$ cat config.mk
export PLATFORM = sky130hd
export DESIGN_NAME = dwr_top
export DESIGN_NICKNAME = d
export VERILOG_FILES = /design/src/dwr_pkg.sv /design/src/dwr_req_sense.sv /design/src/dwr_top.sv
export SDC_FILE = /design/constraint.sdc
export NUM_CORES = 1
export LEC_CHECK = 0
export ABC_AREA = 1
export BUFFER_PORTS_ARGS = -buffer_cell sky130_fd_sc_hd__buf_2
export CORE_MARGIN = 1
export CORE_UTILIZATION = 25
export CTS_CLUSTER_DIAMETER = 200
export DETAILED_ROUTE_END_ITERATION = 7
export SYNTH_ARGS = -nofsm -noshare
export SYNTH_HDL_FRONTEND = slang
export SYNTH_SLANG_ARGS = --single-unit
$ cat constraint.sdc
create_clock -name REF_CLK_I -period 2.9 [get_ports REF_CLK_I]
set_input_delay 0.435 -clock REF_CLK_I [delete_from_list [all_inputs] [get_ports REF_CLK_I]]
set_output_delay 0.435 -clock REF_CLK_I [all_outputs]
set_load 0.02 [all_outputs]
$ cat src/dwr_pkg.sv
`default_nettype none
package dwr_pkg;

  // ---------------------------------------------------------------
  // register map: word index, byte address is index times four
  // ---------------------------------------------------------------
  localparam int         ADDR_W       = 8;
  localparam int         ADDR_LSB     = 2;
  localparam logic [5:0] IDX_CH1_EXT  = 6'h2D;
  localparam logic [5:0] IDX_CH0_MODE = 6'h31;
  localparam logic [5:0] IDX_WAIT     = 6'h32;
  localparam logic [5:0] IDX_CTRL     = 6'h34;
  localparam logic [5:0] IDX_CNT0     = 6'h35;
  localparam logic [5:0] IDX_CNT1     = 6'h36;

  // ---------------------------------------------------------------
  // field layouts
  // ---------------------------------------------------------------
  typedef struct packed {
    logic [1:0] memory_wait_count;
    logic [1:0] io_wait_count;
    logic       sense1_edge;
    logic       sense0_edge;
    logic [1:0] chan1_direction_mode;
  } dwr_wait_ctl_t;

  typedef struct packed {
    logic       alt_en;
    logic       alt_sel;
    logic [1:0] rsv;
    logic       pin_timer;
    logic [2:0] src;
  } dwr_ext_t;

  typedef struct packed {
    logic rsv;
    logic done1;
    logic done0;
    logic guard1;
    logic en1;
    logic irq0;
    logic guard0;
    logic en0;
  } dwr_ctrl_t;

  typedef struct packed {
    logic [5:0] rsv_hi;
    logic       burst;
    logic       rsv_lo;
  } dwr_mode_t;

  // direction bit 1: i/o to memory, bit 0: memory address steps down
  localparam int DIR_TO_MEM = 1;
  localparam int DIR_DEC    = 0;

  // ---------------------------------------------------------------
  // reset values and codes
  // ---------------------------------------------------------------
  localparam logic [1:0]    WAIT_RST     = 2'h3;
  localparam dwr_wait_ctl_t WAIT_CTL_RST = '{
    memory_wait_count: WAIT_RST,
    io_wait_count:     WAIT_RST,
    default:           '0
  };
  localparam logic [2:0]  SRC_EXT      = 3'h0;
  localparam logic [2:0]  SRC_SER_A    = 3'h1;
  localparam logic [2:0]  SRC_SER_B    = 3'h2;
  localparam logic [2:0]  SRC_CLK_PIN  = 3'h3;
  localparam logic [15:0] CNT_LAST     = 16'h0001;
  localparam logic [15:0] CNT_STEP     = 16'h0001;

  typedef enum logic [2:0] {
    ST_IDLE,
    ST_START,
    ST_CPU,
    ST_XFER0,
    ST_XFER1
  } dwr_fsm_t;

  typedef struct packed {
    dwr_wait_ctl_t wctl;
    dwr_ext_t      ext;
    logic          burst;
    logic          en0;
    logic          en1;
    logic          irq0;
    logic          done0;
    logic          done1;
    logic [15:0]   cnt0;
    logic [15:0]   cnt1;
    dwr_fsm_t      fsm;
    logic          ack;
    logic          tmr;
    logic [15:0]   rdata;
  } dwr_core_t;

  typedef struct packed {
    logic prev;
    logic flag;
  } dwr_sense_t;

  function automatic logic [15:0] dwr_merge(input logic [15:0] old,
                                            input logic [15:0] wd,
                                            input logic [1:0]  be);
    logic [15:0] r;
    r = old;
    if (be[0]) begin
      r[7:0] = wd[7:0];
    end
    if (be[1]) begin
      r[15:8] = wd[15:8];
    end
    return r;
  endfunction

endpackage
`default_nettype wire

$ cat src/dwr_req_sense.sv
`timescale 1ns/1ns
`default_nettype none
module dwr_req_sense (
  input  wire logic clk_i,
  input  wire logic rst_n_i,
  input  wire logic req_i,
  input  wire logic edge_i,
  input  wire logic take_i,
  output logic      pend_o
);

  dwr_pkg::dwr_sense_t q;
  dwr_pkg::dwr_sense_t d;

  // ---------------------------------------------------------------
  // level or edge request
  // ---------------------------------------------------------------
  always_comb begin
    d      = q;
    d.prev = req_i;
    // a new edge in the cycle of a take still counts
    d.flag = (req_i & ~q.prev) | (q.flag & ~take_i);
    if (!edge_i) begin
      d.flag = 1'b0;
    end
  end

  assign pend_o = edge_i ? q.flag : req_i;

  always_ff @(posedge clk_i or negedge rst_n_i) begin
    if (!rst_n_i) begin
      q <= '0;
    end else begin
      q <= d;
    end
  end

endmodule
`default_nettype wire

$ cat src/dwr_top.sv
// Functional notes
// - Memory wait field sets wait states on every memory cycle.
// - I/O wait field sets wait states on every I/O cycle.
// - Per-channel sense bit: zero level request, one edge request.
// - Channel 1 mode picks direction and memory step; I/O address fixed.
// - Alternation bit: zero independent channels, one channels take turns.
// - Channel 0 terminal count sets selector; shared request goes to channel 1.
// - Channel 1 terminal count clears selector; shared request goes to channel 0.
// - Differing sources: channel 0 request steered to channel 1 once set.
// - Selector bit readable, writable, toggled by terminal counts while alternating.
// - Pin bit: zero shared pin is request input, one timer output.
// - Low three bits with direction choose channel 1 request source.
// - Channel 0 memory transfers ignore external request; paced automatically.
// - Channel 0 keeps transferring without requests until count reaches zero.
// - Burst pacing holds the bus until the whole transfer ends.
// - Cycle steal alternates one CPU cycle with one DMA byte.
// - Enable with guard clear in one write; start one machine cycle later.
// - Pacing bit one selects burst, zero selects cycle steal.
`timescale 1ns/1ns
`default_nettype none
module dwr_top (
  input  wire logic        REF_CLK_I,
  input  wire logic        NRST_I,
  input  wire logic [7:0]  AVS_ADDRESS_I,
  input  wire logic        AVS_READ_I,
  input  wire logic        AVS_WRITE_I,
  input  wire logic [31:0] AVS_WRITEDATA_I,
  input  wire logic [3:0]  AVS_BYTEENABLE_I,
  output logic [31:0]      AVS_READDATA_O,
  output logic             AVS_WAITREQUEST_O,
  input  wire logic        CH0_REQ_N_I,
  input  wire logic        CH0_ACK_I,
  input  wire logic        CH1_REQ_N_I,
  input  wire logic        SER_A_TX_REQ_I,
  input  wire logic        SER_A_RX_REQ_I,
  input  wire logic        SER_B_TX_REQ_I,
  input  wire logic        SER_B_RX_REQ_I,
  input  wire logic        CLK_REQ_PIN_N_I,
  input  wire logic        TIMER_OUT_I,
  input  wire logic        TMR_REQ_PIN_I,
  output logic             TMR_REQ_PIN_O,
  output logic             TMR_REQ_PIN_OE_O,
  input  wire logic        CYCLE_DONE_I,
  output logic [1:0]       MEM_WAIT_O,
  output logic [1:0]       IO_WAIT_O,
  output logic             DMA_OWN_O,
  output logic             DMA_CHAN_O,
  output logic             CH1_TO_MEM_O,
  output logic             CH1_MEM_DEC_O,
  output logic             CH0_REQ_O,
  output logic             TC0_N_O,
  output logic             TC1_N_O,
  output logic             CH0_DONE_IRQ_O
);

  dwr_pkg::dwr_core_t q;
  dwr_pkg::dwr_core_t d;

  logic        bus_req;
  logic        wr_fire;
  logic [5:0]  idx;
  logic [15:0] wdat;
  logic [15:0] rd_val;
  logic        pin_req;
  logic        ch0_raw;
  logic        src1_req;
  logic        ch0_line;
  logic        ch1_line;
  logic        pend0;
  logic        pend1;
  logic        take1;
  logic        last0;
  logic        last1;

  // ---------------------------------------------------------------
  // bus slave: one wait cycle on every access
  // ---------------------------------------------------------------
  assign bus_req = AVS_READ_I | AVS_WRITE_I;
  assign wr_fire = AVS_WRITE_I & q.ack;
  assign idx     = AVS_ADDRESS_I[dwr_pkg::ADDR_W-1:dwr_pkg::ADDR_LSB];
  assign wdat    = AVS_WRITEDATA_I[15:0];

  always_comb begin
    dwr_pkg::dwr_ctrl_t rc;
    dwr_pkg::dwr_mode_t rm;
    rc        = '0;
    rc.done1  = q.done1;
    rc.done0  = q.done0;
    rc.guard1 = 1'b1;
    rc.en1    = q.en1;
    rc.irq0   = q.irq0;
    rc.guard0 = 1'b1;
    rc.en0    = q.en0;
    rm        = '0;
    rm.burst  = q.burst;
    case (idx)
      dwr_pkg::IDX_CH1_EXT: begin
        rd_val = {8'h00, q.ext};
      end
      dwr_pkg::IDX_CH0_MODE: begin
        rd_val = {8'h00, rm};
      end
      dwr_pkg::IDX_WAIT: begin
        rd_val = {8'h00, q.wctl};
      end
      dwr_pkg::IDX_CTRL: begin
        rd_val = {8'h00, rc};
      end
      dwr_pkg::IDX_CNT0: begin
        rd_val = q.cnt0;
      end
      dwr_pkg::IDX_CNT1: begin
        rd_val = q.cnt1;
      end
      default: begin
        rd_val = 16'h0000;
      end
    endcase
  end

  // ---------------------------------------------------------------
  // request routing
  // ---------------------------------------------------------------
  assign pin_req = ~q.ext.pin_timer & ~TMR_REQ_PIN_I;
  assign ch0_raw = ~CH0_REQ_N_I;

  always_comb begin
    case (q.ext.src)
      dwr_pkg::SRC_EXT: begin
        src1_req = q.ext.pin_timer ? ~CH1_REQ_N_I : pin_req;
      end
      dwr_pkg::SRC_SER_A: begin
        src1_req = q.wctl.chan1_direction_mode[dwr_pkg::DIR_TO_MEM] ?
                   SER_A_RX_REQ_I : SER_A_TX_REQ_I;
      end
      dwr_pkg::SRC_SER_B: begin
        src1_req = q.wctl.chan1_direction_mode[dwr_pkg::DIR_TO_MEM] ?
                   SER_B_RX_REQ_I : SER_B_TX_REQ_I;
      end
      dwr_pkg::SRC_CLK_PIN: begin
        src1_req = ~CLK_REQ_PIN_N_I;
      end
      default: begin
        src1_req = 1'b0;
      end
    endcase
  end

  // the selector decides who sees the shared request; with
  // differing sources channel 0's request is the one moved over
  always_comb begin
    if (q.ext.alt_en) begin
      ch0_line = ch0_raw & ~q.ext.alt_sel;
      ch1_line = ch0_raw & q.ext.alt_sel;
    end else begin
      ch0_line = ch0_raw;
      ch1_line = src1_req;
    end
  end

  dwr_req_sense u_sense0 (
    .clk_i   (REF_CLK_I),
    .rst_n_i (NRST_I),
    .req_i   (ch0_line),
    .edge_i  (q.wctl.sense0_edge),
    .take_i  (CH0_ACK_I),
    .pend_o  (pend0)
  );

  dwr_req_sense u_sense1 (
    .clk_i   (REF_CLK_I),
    .rst_n_i (NRST_I),
    .req_i   (ch1_line),
    .edge_i  (q.wctl.sense1_edge),
    .take_i  (take1),
    .pend_o  (pend1)
  );

  // ---------------------------------------------------------------
  // registers and transfer sequencer
  // ---------------------------------------------------------------
  assign last0 = (q.cnt0 == dwr_pkg::CNT_LAST);
  assign last1 = (q.cnt1 == dwr_pkg::CNT_LAST);
  assign take1 = (q.fsm == dwr_pkg::ST_XFER1) & CYCLE_DONE_I;

  always_comb begin
    dwr_pkg::dwr_ctrl_t wc;
    dwr_pkg::dwr_ext_t  we;
    dwr_pkg::dwr_mode_t wm;
    wc      = dwr_pkg::dwr_ctrl_t'(wdat[7:0]);
    we      = dwr_pkg::dwr_ext_t'(wdat[7:0]);
    wm      = dwr_pkg::dwr_mode_t'(wdat[7:0]);
    d       = q;
    d.tmr   = TIMER_OUT_I;
    d.ack   = bus_req & ~q.ack;
    if (AVS_READ_I && !q.ack) begin
      d.rdata = rd_val;
    end

    // software writes first, so that hardware events below win
    if (wr_fire) begin
      case (idx)
        dwr_pkg::IDX_CH1_EXT: begin
          if (AVS_BYTEENABLE_I[0]) begin
            d.ext     = we;
            d.ext.rsv = '0;
          end
        end
        dwr_pkg::IDX_CH0_MODE: begin
          if (AVS_BYTEENABLE_I[0]) begin
            d.burst = wm.burst;
          end
        end
        dwr_pkg::IDX_WAIT: begin
          if (AVS_BYTEENABLE_I[0]) begin
            d.wctl = dwr_pkg::dwr_wait_ctl_t'(wdat[7:0]);
          end
        end
        dwr_pkg::IDX_CTRL: begin
          if (AVS_BYTEENABLE_I[0]) begin
            d.irq0 = wc.irq0;
            if (!wc.guard0) begin
              d.en0 = wc.en0;
              if (wc.en0) begin
                d.done0 = 1'b0;
              end
            end
            if (!wc.guard1) begin
              d.en1 = wc.en1;
              if (wc.en1) begin
                d.done1 = 1'b0;
              end
            end
          end
        end
        dwr_pkg::IDX_CNT0: begin
          d.cnt0 = dwr_pkg::dwr_merge(q.cnt0, wdat, AVS_BYTEENABLE_I[1:0]);
        end
        dwr_pkg::IDX_CNT1: begin
          d.cnt1 = dwr_pkg::dwr_merge(q.cnt1, wdat, AVS_BYTEENABLE_I[1:0]);
        end
        default: begin
        end
      endcase
    end

    case (q.fsm)
      dwr_pkg::ST_IDLE: begin
        if (q.en0) begin
          d.fsm = dwr_pkg::ST_START;
        end else if (CYCLE_DONE_I && q.en1 && pend1) begin
          d.fsm = dwr_pkg::ST_XFER1;
        end
      end
      dwr_pkg::ST_START: begin
        // the machine cycle running at enable time is left to the cpu
        if (!q.en0) begin
          d.fsm = dwr_pkg::ST_IDLE;
        end else if (CYCLE_DONE_I) begin
          d.fsm = dwr_pkg::ST_XFER0;
        end
      end
      dwr_pkg::ST_CPU: begin
        if (!q.en0) begin
          d.fsm = dwr_pkg::ST_IDLE;
        end else if (CYCLE_DONE_I) begin
          d.fsm = dwr_pkg::ST_XFER0;
        end
      end
      dwr_pkg::ST_XFER0: begin
        if (CYCLE_DONE_I) begin
          d.cnt0 = q.cnt0 - dwr_pkg::CNT_STEP;
          if (last0) begin
            d.en0   = 1'b0;
            d.done0 = 1'b1;
            d.fsm   = dwr_pkg::ST_IDLE;
            if (q.ext.alt_en) begin
              d.ext.alt_sel = 1'b1;
            end
          end else if (!q.en0) begin
            d.fsm = dwr_pkg::ST_IDLE;
          end else if (q.burst) begin
            d.fsm = dwr_pkg::ST_XFER0;
          end else begin
            d.fsm = dwr_pkg::ST_CPU;
          end
        end
      end
      dwr_pkg::ST_XFER1: begin
        if (CYCLE_DONE_I) begin
          d.cnt1 = q.cnt1 - dwr_pkg::CNT_STEP;
          d.fsm  = dwr_pkg::ST_IDLE;
          if (last1) begin
            d.en1   = 1'b0;
            d.done1 = 1'b1;
            if (q.ext.alt_en) begin
              d.ext.alt_sel = 1'b0;
            end
          end
        end
      end
      default: begin
        d.fsm = dwr_pkg::ST_IDLE;
      end
    endcase
  end

  always_ff @(posedge REF_CLK_I or negedge NRST_I) begin
    if (!NRST_I) begin
      q      <= '0;
      q.wctl <= dwr_pkg::WAIT_CTL_RST;
    end else begin
      q <= d;
    end
  end

  // ---------------------------------------------------------------
  // outputs
  // ---------------------------------------------------------------
  assign AVS_READDATA_O    = {16'h0000, q.rdata};
  assign AVS_WAITREQUEST_O = bus_req & ~q.ack;
  assign MEM_WAIT_O        = q.wctl.memory_wait_count;
  assign IO_WAIT_O         = q.wctl.io_wait_count;
  assign DMA_OWN_O         = (q.fsm == dwr_pkg::ST_XFER0) |
                             (q.fsm == dwr_pkg::ST_XFER1);
  assign DMA_CHAN_O        = (q.fsm == dwr_pkg::ST_XFER1);
  assign CH1_TO_MEM_O      = q.wctl.chan1_direction_mode[dwr_pkg::DIR_TO_MEM];
  assign CH1_MEM_DEC_O     = q.wctl.chan1_direction_mode[dwr_pkg::DIR_DEC];
  assign CH0_REQ_O         = pend0;
  assign TC0_N_O           = ~((q.fsm == dwr_pkg::ST_XFER0) & last0);
  assign TC1_N_O           = ~((q.fsm == dwr_pkg::ST_XFER1) & last1);
  assign CH0_DONE_IRQ_O    = q.done0 & q.irq0;
  // pin copy lags the timer by one clock so the pad is driven from a flop
  assign TMR_REQ_PIN_O     = q.tmr;
  assign TMR_REQ_PIN_OE_O  = q.ext.pin_timer;

endmodule
`default_nettype wire

After elaboration in Yosys (flattened, before gate mapping)
Cells that the tools add are included.
{ "classes": {"n_bitwise": 30, "eq_ne": 19, "n_addsub": 2, "n_mux": 62, "reduce_logical": 12} }
{ "op_table": {"columns": ["op", "count"], "rows": [
  ["$pmux W16 S6", 1],
  ["$mux W16", 5],
  ["$mux W45", 1],
  ["$eq A6 B6 Y1 const B", 6],
  ["$mux W1", 36],
  ["$eq A16 B1 Y1 const B", 2],
  ["$mux W8", 4],
  ["$sub A16 B1 Y16 const B", 2],
  ["$mux W3", 7],
  ["$mux W19", 1],
  ["$mux W7", 2],
  ["$and A1 B1 Y1", 13],
  ["$not A1 Y1", 13],
  ["$eq A3 B2 Y1 const B", 4],
  ["$pmux W3 S4", 1],
  ["$reduce_and A3 Y1", 4],
  ["$mux W5", 2],
  ["$eq A3 B1 Y1 const B", 2],
  ["$logic_not A3 Y1", 2],
  ["$ne A3 B3 Y1 const B", 2],
  ["$ne A2 B2 Y1 const B", 2],
  ["$or A1 B1 Y1", 4],
  ["$pmux W1 S4", 1],
  ["$reduce_and A4 Y1", 1],
  ["other kinds (5)", 7]
]} }
{ "word_totals": {"reg_bits": 77} }

Depth between registers and ports, before layout
Gate-level depths: netlist of the first run.
{ "logic_depth": {"depth_word": 10, "mapped_depth": 12} }

Hierarchy
From an unflattened synthesis of the first run, not the netlist that was laid out.
{ "unflattened": {"hier_cells": 766, "hier_area_um2": 5206.2} }
{ "by_module_without_submodules": {"columns": ["module", "area_per_inst_um2", "instances", "cells_each", "seq_area_each_um2"], "rows": [
  ["dwr_top", 5038.6, 1, 746, 1831.8],
  ["dwr_req_sense", 83.8, 2, 10, 50.0]
]} }

Least setup slack after synthesis of the first run
OpenSTA, ideal clock, no wires.
{ "synth_path": {"kind": "reg-to-output", "from": "register q[42] (netlist name)", "to": "output port TC0_N_O", "stages_incl_launch_ff": 7, "setup_slack_ps": 1347, "t_arrival_ps": 1118, "n_path_buf": 0, "required_time_ps": 2465, "path_cell_list": "dfrtp_1 > nor2_2 > inv_2 > nor2_2 > nand3_1 > nor3_1 > nand2_1"} }
{ "synth_via": {"elab_chain_cells": 3} }
{ "synth_lines": {"columns": ["element", "line", "rtl"], "rows": [
  ["start, declared", "dwr_top.sv:56", "dwr_pkg::dwr_core_t q;"],
  ["$eq A16 B1 Y1", "dwr_top.sv:182", "assign last0 = (q.cnt0 == dwr_pkg::CNT_LAST);"],
  ["$and A1 B1 Y1", "dwr_top.sv:330", "assign TC0_N_O = ~((q.fsm == dwr_pkg::ST_XFER0) & last0);"],
  ["$not A1 Y1", "dwr_top.sv:330", null],
  ["end, declared", "dwr_top.sv:51", "output logic TC0_N_O,"]
]} }
No other way between the ends.

Worst setup path after layout of the first run
Ends and elaborated chain as after synthesis.

==> out/summary.md, run 1 <==
In the global route stage, overall resource usage came out at 14.46%. For the area enclosed by the die boundary, the log shows 20280 µm². The number of buffers inserted during clock tree synthesis is 9. The portion of synthesized cell area occupied by the leading cell type came out at 37.07%.

Measured along the x axis, the die boundary spans 142.4 µm. Data on the critical path is required at its endpoint by 2.47 ns. Buffers added to address setup during post-CTS repair amount to 0.

After clock tree synthesis, the clock-pin slew on the worst setup and hold paths is 0.07 ns. The clock period could shrink to 2.463 ns. The run finished with clean final reports.

Mean routed wirelength per cell: 14.28 µm. Global routing finished with a remaining overflow of 0. After layout, the worst setup slack is 0.4369 ns. The DRC violation count after routing came out at 0.

The clock passes through at most 2 buffers. The share of total power consumed by net switching is 33.55%, and the fill cell instance count of the final layout is 2119. At the end of routability-driven placement, the weighted congestion stood at 0.8555.

Summed over all nets, the switching power comes to 1134 µW. The area added between synthesis and finish is 13.71%, and the timing-limited maximum frequency is 406.0 MHz. CTS saw 77 sinks. For the number of endpoints with negative hold slack in the final report, the log shows 0. Per report_power, the sequential group accounts for 41.3% of the total.

The largest driver fanout on the critical path came out at 4. Dividing the synthesized area by the synthesized cell count gives 7.334 µm². The largest total area in the synthesized netlist belongs to sky130_fd_sc_hd__dfrtp_1.

The pre-antenna-repair detailed-routing pass consisted of 5 iterations. The sequential cells in the finished layout cover a total of 1932 µm². The final period utilization is 84.93%. The tool flagged a number of max-cap violations equal to 0. The number of port buffers was 69; the number of cells upsized or downsized after cts was 0. The initial utilization of the core area, before any placement, comes to 25.91%. The repair_antennas step left the layout with diodes totalling 0. The post-synthesis instance area came out at 4928 µm². CTS placed an instance of sky130_fd_sc_hd__clkbuf_16 at the clock tree root. Setup repair after global routing left no endpoint under its margin. In the synthesized netlist, the number of instances is 672. Detailed routing inserted a total of 4488 vias. The class of the most critical hold timing path was input pin to flip-flop. The run gives 4192 as the via count of the first global-routing pass.

The fraction of final layout cells with drive strength greater than 1 is 18.42%. Fraction of power consumed by the clock network: 35.3%. Relative max-transition margin: 31.54%. Measured along the y axis, the die boundary spans 142.4 µm. The number of warning messages in the yosys log came out at 0.

The HPWL after detailed placement is 10660 µm. In the final timing run, aggregate negative setup slack is 0 ns. The via density per instance is 4.570.

At the later pin of the worst-skew pair, clock insertion delay measures 0.35 ns. The slew of the pin with the lowest slew margin is 1.027 ns, and the initial antenna violation count is 0. Row generation in the floorplan step produced 50 rows.

The flop and latch count out of synthesis is 77. In this run, the combinational gates consume 23.4% of the power. The register area share after synthesis is 39.20%, and the H-tree depth is 3.

In the final layout, the multi-input gates occupy 2312 µm². The number of top-level pins came out at 106. After clock tree synthesis, the flow added hold-fix buffers numbering 0. The net count of the finished layout is 780. The final count of pins violating max slew was 0; the depth of the worst register-to-register path was 7. The maximum vdd drop is 0.0003248 V. The routed design has 14030 µm of wire. Setup slack at placement: 0.8311 ns.

Kind of capture point of the worst setup path: an output port. In this run the remaining antenna-violating nets after routing total 0. For the internal power, the log shows 2246 µW. The type of the setup path with the least slack was flip-flop to output port. On the final layout, the worst clock skew is 0.01163 ns. For the number of endpoints failing setup at the final stage, the log shows 0. The worst hold path depth works out to 1. The first-pass GRT wire length is 22350 µm. Summed over all cells, the static leakage comes to 0.002813 µW. For this block, the initial DRC count from the detailed router was 412. The number of different library cells used by synthesis comes to 44. After synthesis, the cell types taking the most area are sky130_fd_sc_hd__dfrtp_1 37%, sky130_fd_sc_hd__nand2_1 13%, sky130_fd_sc_hd__inv_1 6.6%, sky130_fd_sc_hd__buf_4 5.6%, sky130_fd_sc_hd__o21ai_0 4.5%. For the worst setup path, the data arrival time is 2.03 ns. The worst setup path is launched from a flip-flop. TritonCTS built the clock tree. The total area inside the core boundary comes to 19020 µm². The maximum number of pins on one net before global-route repair was 78. The cell area power density was 603.1 nW/µm².
==> synth_stat cells, drive strengths merged <==
master / count
a211oi: 2
a21boi: 2
a21oi: 36
a22o: 1
a31oi: 3
and3: 1
buf: 48
clkbuf: 5
clkinv: 2
conb: 1
dfrtp: 73
dfstp: 4
ha: 4
inv: 91
nand2: 173
nand3: 34
nand4: 10
nor2: 57
nor3: 9
nor4: 4
o211a: 1
o211ai: 5
o21ai: 86
o22ai: 14
o31ai: 1
o32ai: 1
or2: 1
xnor2: 2
xor2: 1
==> path summary, 6_finish.rpt <==
path / startpoint / to / slack, ns
setup / recovery: q[42]$_DFF_PN0_ / TC0_N_O / 0.44
min in group asynchronous: NRST_I / TMR_REQ_PIN_O$_DFF_PN0_ / 0.23
setup reg to reg: q[19]$_DFFE_PN0P_ / q[46]$_DFF_PN0_ / 1.03
hold / removal: TIMER_OUT_I / TMR_REQ_PIN_O$_DFF_PN0_ / 0.20
hold reg to reg: u_sense0.q[1]$_DFF_PN0_ / u_sense0.q[0]$_DFF_PN0_ / 0.45
max in group asynchronous: NRST_I / AVS_READDATA_O[13]$_DFFE_PN0P_ / 1.96
==> sequential cells by signal (all words and copies together), names as in the netlist <==
| register | flops |
|---|---|
| TMR_REQ_PIN_O | 1 |
| u_sense1.q | 2 |
| TMR_REQ_PIN_OE_O | 1 |
| CH1_MEM_DEC_O | 1 |
| MEM_WAIT_O | 2 |
| CH1_TO_MEM_O | 1 |
| IO_WAIT_O | 2 |
| q | 49 |
| AVS_READDATA_O | 16 |
| u_sense0.q | 2 |
==> critical path: stages (launching register included) <==
cell and delay (ns):
sky130_fd_sc_hd__dfrtp_1 0.42, sky130_fd_sc_hd__nor2_2 0.18, sky130_fd_sc_hd__inv_2 0.07, sky130_fd_sc_hd__nor2_2 0.12
sky130_fd_sc_hd__nand3_1 0.09, sky130_fd_sc_hd__nor3_1 0.45, sky130_fd_sc_hd__nand2_1 0.16, sky130_fd_sc_hd__buf_2 0.20
==> layout by cell type (no fill, tap or decap), types with 3 or more instances in the layout <==
cell | Yosys | routed
sky130_fd_sc_hd__o22ai_1 | 13 | 13
sky130_fd_sc_hd__clkinv_2 | 2 | 3
sky130_fd_sc_hd__a31oi_1 | 3 | 3
sky130_fd_sc_hd__buf_2 | 5 | 68
sky130_fd_sc_hd__nand2_4 | 3 | 3
sky130_fd_sc_hd__a21oi_2 | 4 | 4
sky130_fd_sc_hd__clkbuf_16 | 0 | 9
sky130_fd_sc_hd__nor3_1 | 9 | 9
sky130_fd_sc_hd__ha_1 | 4 | 4
sky130_fd_sc_hd__nor2_1 | 45 | 45
sky130_fd_sc_hd__a21oi_1 | 32 | 32
sky130_fd_sc_hd__nand2_1 | 166 | 166
sky130_fd_sc_hd__clkbuf_8 | 0 | 3
sky130_fd_sc_hd__nor2_4 | 3 | 3
sky130_fd_sc_hd__dfstp_2 | 4 | 4
sky130_fd_sc_hd__inv_1 | 87 | 87
sky130_fd_sc_hd__nand3_1 | 34 | 34
sky130_fd_sc_hd__o21ai_1 | 36 | 36
sky130_fd_sc_hd__o21ai_2 | 6 | 6
sky130_fd_sc_hd__o211ai_1 | 5 | 5
sky130_fd_sc_hd__nand4_1 | 8 | 8
sky130_fd_sc_hd__conb_1 | 1 | 16
sky130_fd_sc_hd__inv_2 | 4 | 4
sky130_fd_sc_hd__nor2_2 | 9 | 9
sky130_fd_sc_hd__dfrtp_1 | 73 | 73
sky130_fd_sc_hd__o21ai_0 | 44 | 44
sky130_fd_sc_hd__nand2_2 | 4 | 4
sky130_fd_sc_hd__buf_4 | 37 | 4
==> power groups by stage <==
stage	combinational (µW)	clock [µW]	sequential [µW]
finish	790	1190	1400
global route	897	1250	1420
CTS	787	1210	1390
detailed placement	787	0	1400
global placement	777	0	1410
floorplan	608	0	1370
==> logic make-up after synthesis <==
group / Yosys count / share of synthesized area (%)
XOR/XNOR: 3 / 0.5332
AND/OR/NAND/NOR: 289 / 26.53
other: 1 / 0.07609
AO/OA/AOI/OAI: 152 / 17.62
adder cells (fa/ha/maj): 4 / 1.016
flip-flops: 77 / 39.20
buffers and inverters: 146 / 15.03
==> per-layer routing <==
layer / vias to the layer above / track usage [%] / routed length, µm
met5: - / 0 / 0
met4: 0 / 5.376 / 217
met3: 18 / 2.624 / 864
met2: 123 / 22.45 / 6217
met1: 2118 / 19.91 / 6725
li1: 2229 / - / -
==> layout make-up <==
| class | instances | share of cell area (%) |
|---|---|---|
| clock inverters | 3 | 0.7591 |
| multi-input cells | 464 | 41.26 |
| clock buffers | 13 | 4.823 |
| well taps | 260 | 5.805 |
| inverters | 93 | 6.274 |
| flip-flops and latches | 77 | 34.47 |
| repair buffers | 72 | 6.609 |
==> metrics by stage <==
stage | cells | hold WS [ns] | cell area [µm²] | power, µW | utilization, %
after floorplan | 687 | 0.1394 | 4985 | 1980 | -
after global placement | 966 | 0.4309 | 5291 | 2185 | 27.82
after detailed placement | 966 | 0.4526 | 5291 | 2191 | 27.82
after CTS | 982 | 0.1933 | 5604 | 3390 | 29.47
after global routing | 982 | 0.1985 | 5604 | 3563 | 29.47
final | 982 | 0.1997 | 5604 | 3380 | 29.47
(Power assumes the default switching activity.)
==> run 2: changes to the inputs <==
--- a/config.mk
+++ b/config.mk
@@ -5,7 +5,7 @@
 export SDC_FILE = /design/constraint.sdc
 export NUM_CORES = 1
 export LEC_CHECK = 0
-export ABC_AREA = 1
+export ABC_AREA = 0
 export BUFFER_PORTS_ARGS = -buffer_cell sky130_fd_sc_hd__buf_2
 export CORE_MARGIN = 1
 export CORE_UTILIZATION = 25
==> constraint.sdc (replaced) <==
create_clock -name REF_CLK_I -period 2.46 [get_ports REF_CLK_I]
set_input_delay 0.369 -clock REF_CLK_I [delete_from_list [all_inputs] [get_ports REF_CLK_I]]
set_output_delay 0.369 -clock REF_CLK_I [all_outputs]
set_load 0.02 [all_outputs]
==> out/summary.md, run 2 <==
The routability congestion estimate from global placement came out at 0.8714 (was 0.8555). The end of the worst hold path was TMR_REQ_PIN_O$_DFF_PN0_ (unchanged). The tools report the clock net sink count as 77 (unchanged). Setup repair after global routing left no endpoint under its margin. The final net count is 641 (was 780), and the synthesized area per cell is 9.526 µm² (was 7.334 µm²). The logs give 43.88% (was 31.54%) for the relative max-transition margin and 0 (unchanged) for the number of endpoints failing setup at the final stage.

Count of placed standard cells including taps: 821 (was 966). Leading register cell type out of synthesis: sky130_fd_sc_hd__dfrtp_1 (unchanged). The via count of the first global-routing pass was 4033 (was 4192); the number of top-level pins was 106 (unchanged). The clock root buffer is sky130_fd_sc_hd__clkbuf_16 (unchanged).

The tools report the H-tree depth as 3 (unchanged). The run gives 0 (unchanged) as the post-route antenna net violation count. The estimated wirelength of the detail-placed design was 10960 µm (was 10660 µm). Cell type with the largest total area after synthesis: sky130_fd_sc_hd__dfrtp_1 (unchanged). The run gives 5456 µm² (was 5291 µm²) as the placed cell area. The largest driver fanout on the critical path came out at 5 (was 4). Worst flop-to-flop path endpoint: q[49]$_DFF_PN0_ (was q[46]$_DFF_PN0_).

For the overall overflow remaining after global route, the log shows 0 (unchanged). The worst clock skew on the final layout was 0.006985 ns (was 0.01163 ns); the post-synthesis instance area was 4925 µm² (was 4928 µm²). The via density per instance is 5.070 (was 4.570), and the flip-flop count of the largest register after layout is 49 (unchanged).

The number of instances in the synthesized netlist is 517 (was 672). Mean routed wirelength per cell: 17.32 µm (was 14.28 µm). Portion of synthesized cell area occupied by the leading cell type: 37.09% (was 37.07%).

The leading cell type by number of instances after synthesis was sky130_fd_sc_hd__dfrtp_1 (was sky130_fd_sc_hd__nand2_1). The most common cell after layout, fill and taps aside was sky130_fd_sc_hd__dfrtp_1 (was sky130_fd_sc_hd__nand2_1). The number of buffers inserted during clock tree synthesis came out at 9 (unchanged). The power spent charging and discharging nets is 1126 µW (was 1134 µW).

Slew of the pin with the lowest slew margin: 0.8400 ns (was 1.027 ns). The fraction of final layout cells with drive strength greater than 1 was 27.96% (was 18.42%). The slack of the worst reg-to-reg path came out at 0.33 ns (was 1.03 ns). The worst hold path depth was 1 (unchanged); the number of endpoints with negative hold slack in the final report was 0 (unchanged).

The maximum vdd drop is 0.0003034 V (was 0.0003248 V). The count of standard-cell rows was 50 (unchanged). The leakage power figure was 0.002647 µW (was 0.002813 µW); the flop and latch count out of synthesis was 77 (unchanged). The overall routing resource usage is 14.90% (was 14.46%). The worst flop-to-flop path startpoint is q[37]$_DFF_PN0_ (was q[19]$_DFFE_PN0P_). The maximum number of buffers from clock root to sink was 2 (unchanged).

The tools report the via count as 4274 (was 4488). The logic gate share of total power was 20.0% (was 23.4%); the filler-free cell count of the finished design was 843 (was 982). The share of total power consumed by net switching is 31.75% (was 33.55%), and the area of the core is 19020 µm² (unchanged).

The final count of pins violating max slew is 0 (unchanged), and the cell area power density is 606.8 nW/µm² (was 603.1 nW/µm²). The signal arrival time at the worst endpoint is 2.06 ns (was 2.03 ns). The overall power after layout is 3545 µW (was 3380 µW), and the area added between synthesis and finish is 18.62% (was 13.71%).

TritonCTS built the clock tree. The length of the first detailed-routing pass in iterations came out at 5 (unchanged). The iteration-0 DRC count of the detailed router was 358 (was 412); the number of max-cap violations was 0 (unchanged). The share of synthesized flip-flops with an asynchronous set or reset is 100.0% (unchanged), and the final period utilization is 98.57%. Clock-pin slew of the registers on the worst-case setup and hold paths: 0.05 ns (was 0.07 ns).

The width of the die is 142.4 µm (about the same), and the required time of the critical path is 2.09 ns (was 2.47 ns). The tools report the kind of start point of the critical path as a flip-flop (unchanged). The sum of negative setup slack was 0 ns (unchanged). The run gives 0 (unchanged) as the number of antenna cells inserted. The number of warning messages in the yosys log was 0 (unchanged); the die extent in y was 142.4 µm (about the same). The worst path in the final design needs a cycle of 2.425 ns, including I/O delays and setup. The initial antenna violation count was 0 (unchanged). The logs give 22680 µm (was 22350 µm) for the first-pass GRT wire length and 44 (was 78) for the maximum number of pins on one net before global-route repair. The type of the setup path with the least slack was flip-flop to output port (unchanged). The kind of capture point of the worst setup path was an output port (unchanged). The tools report the clock latency on the worst-skew pair as 0.35 ns (about the same). The class of the most critical hold timing path was input pin to flip-flop (unchanged). Most used cells in the layout excluding fill and tap cells: 70 x sky130_fd_sc_hd__dfrtp_1, 67 x sky130_fd_sc_hd__buf_2, 31 x sky130_fd_sc_hd__nand2_1 (was 166 x sky130_fd_sc_hd__nand2_1, 87 x sky130_fd_sc_hd__inv_1, 73 x sky130_fd_sc_hd__dfrtp_1). Final wirelength: 14600 µm (was 14030 µm). Top post-synthesis cells by count: 73 x sky130_fd_sc_hd__dfrtp_1, 38 x sky130_fd_sc_hd__buf_4, 31 x sky130_fd_sc_hd__nand2_1, 30 x sky130_fd_sc_hd__o21ai_0, 29 x sky130_fd_sc_hd__nor2_1 (was 166 x sky130_fd_sc_hd__nand2_1, 87 x sky130_fd_sc_hd__inv_1, 73 x sky130_fd_sc_hd__dfrtp_1, 45 x sky130_fd_sc_hd__nor2_1, 44 x sky130_fd_sc_hd__o21ai_0).

The register area share after synthesis was 39.23% (was 39.20%); the initial cell density of the core was 25.89% (was 25.91%). For the post-route cell area, the log shows 5842 µm² (was 5604 µm²). The hold path startpoint was TIMER_OUT_I (unchanged). The run gives 30.72% (was 29.47%) as the final core utilization. The tools report the fraction of power consumed by the clock network as 36.6% (was 35.3%).

The number of port buffers came out at 69 (unchanged). The number of enable flip-flop cells after synthesis was 0 (unchanged); the part of the total power dissipated in sequential elements was 43.4% (was 41.3%). Leading cell types by total area after synthesis: sky130_fd_sc_hd__dfrtp_1 37%, sky130_fd_sc_hd__buf_4 5.8%, sky130_fd_sc_hd__mux2_2 3.2%, sky130_fd_sc_hd__o21ai_0 3.0%, sky130_fd_sc_hd__mux2i_1 2.8% (was sky130_fd_sc_hd__dfrtp_1 37%, sky130_fd_sc_hd__nand2_1 13%, sky130_fd_sc_hd__inv_1 6.6%, sky130_fd_sc_hd__buf_4 5.6%, sky130_fd_sc_hd__o21ai_0 4.5%). For the number of distinct standard cells referenced by the synthesized netlist, the log shows 70 (was 44). The run gives 20260 µm² (was 20280 µm²) as the area enclosed by the die boundary. The DRC violation count after routing is 0 (unchanged), and the fill cell instance count of the final layout is 2032 (was 2119).

The internal power is 2419 µW (was 2246 µW). The register ranked first by flip-flop count was q (unchanged). Depth of the worst register-to-register path: 6 (was 7). The run finished with clean final reports. The timing-limited maximum frequency was 412.4 MHz.
run 2: kinds of logic after synthesis:
family	count (synthesis)	share of synthesized area (%)
AO/OA/AOI/OAI	129	19.21
AND/OR/NAND/NOR	189	24.06
flip-flops	77	39.23
buffers and inverters	88	10.16
adder cells (fa/ha/maj)	5	1.220
other	1	0.07615
multiplexers	28	6.047
run 2: layout make-up:
cell class	instances	area, µm²	area share (%)
flip-flops and latches	77	1936	33.13
well taps	260	325.3	5.569
clock inverters	1	5.005	0.08567
multi-input cells	367	2594	44.40
inverters	22	82.58	1.414
repair buffers	101	621.8	10.64
clock buffers	15	277.8	4.755
run 2: layer usage:
| layer | track usage [%] | wire, µm | up-vias |
|---|---|---|---|
| li1 | - | - | 2024 |
| met1 | 19.79 | 6535 | 2098 |
| met2 | 23.17 | 6831 | 129 |
| met3 | 2.961 | 844 | 23 |
| met4 | 6.961 | 392 | 0 |
| met5 | 0 | 0 | - |
run 2: worst max path at each step:
stage | end | cells after the start | start | slack (ns)
after floorplan | TC1_N_O | 4 | q[18]$_DFFE_PN0P_ | 0.45
after global placement | AVS_READDATA_O[3]$_DFFE_PN0P_ | 6 | AVS_ADDRESS_I[4] | 0.20
after detailed placement | AVS_READDATA_O[3]$_DFFE_PN0P_ | 6 | AVS_ADDRESS_I[4] | 0.19
after CTS | TC0_N_O | 6 | q[38]$_DFF_PN0_ | 0.03
after global routing | TC0_N_O | 4 | q[48]$_DFF_PN0_ | 0.007
final | TC0_N_O | 4 | q[48]$_DFF_PN0_ | 0.04
run 2: worst max-delay path, cell delays in order, from the launching register on:
cell and delay, ns:
sky130_fd_sc_hd__dfrtp_2 0.43, sky130_fd_sc_hd__nor4_4 0.40, sky130_fd_sc_hd__nand4_1 0.29, sky130_fd_sc_hd__or3_4 0.45
sky130_fd_sc_hd__buf_6 0.14
run 2: metrics by stage:
step / setup WS, ns / hold slack, ns
3_5_place_dp: 0.1910 / 0.3656
2_1_floorplan: 0.4471 / 0.07341
3_3_place_gp: 0.1981 / 0.3566
6_report: 0.03526 / 0.1294
5_1_grt: 0.007441 / 0.1262
4_1_cts: 0.03217 / 0.1182
run 2: what timing repair did:
action	in CTS	in global routing
hold endpoints to repair	2	0
resized for setup	3	10
pin swaps	1	3
hold buffers	1	0
endpoints found under the setup margin	2	2
buffers inserted	1	4
run 2: power groups by stage:
| stage | clock network (µW) | logic, µW | registers [µW] |
|---|---|---|---|
| finish | 1300 | 710 | 1540 |
| global placement | 0 | 675 | 1550 |
| global route | 1370 | 782 | 1550 |
| detailed placement | 0 | 681 | 1550 |
| floorplan | 0 | 504 | 1490 |
| CTS | 1320 | 696 | 1530 |
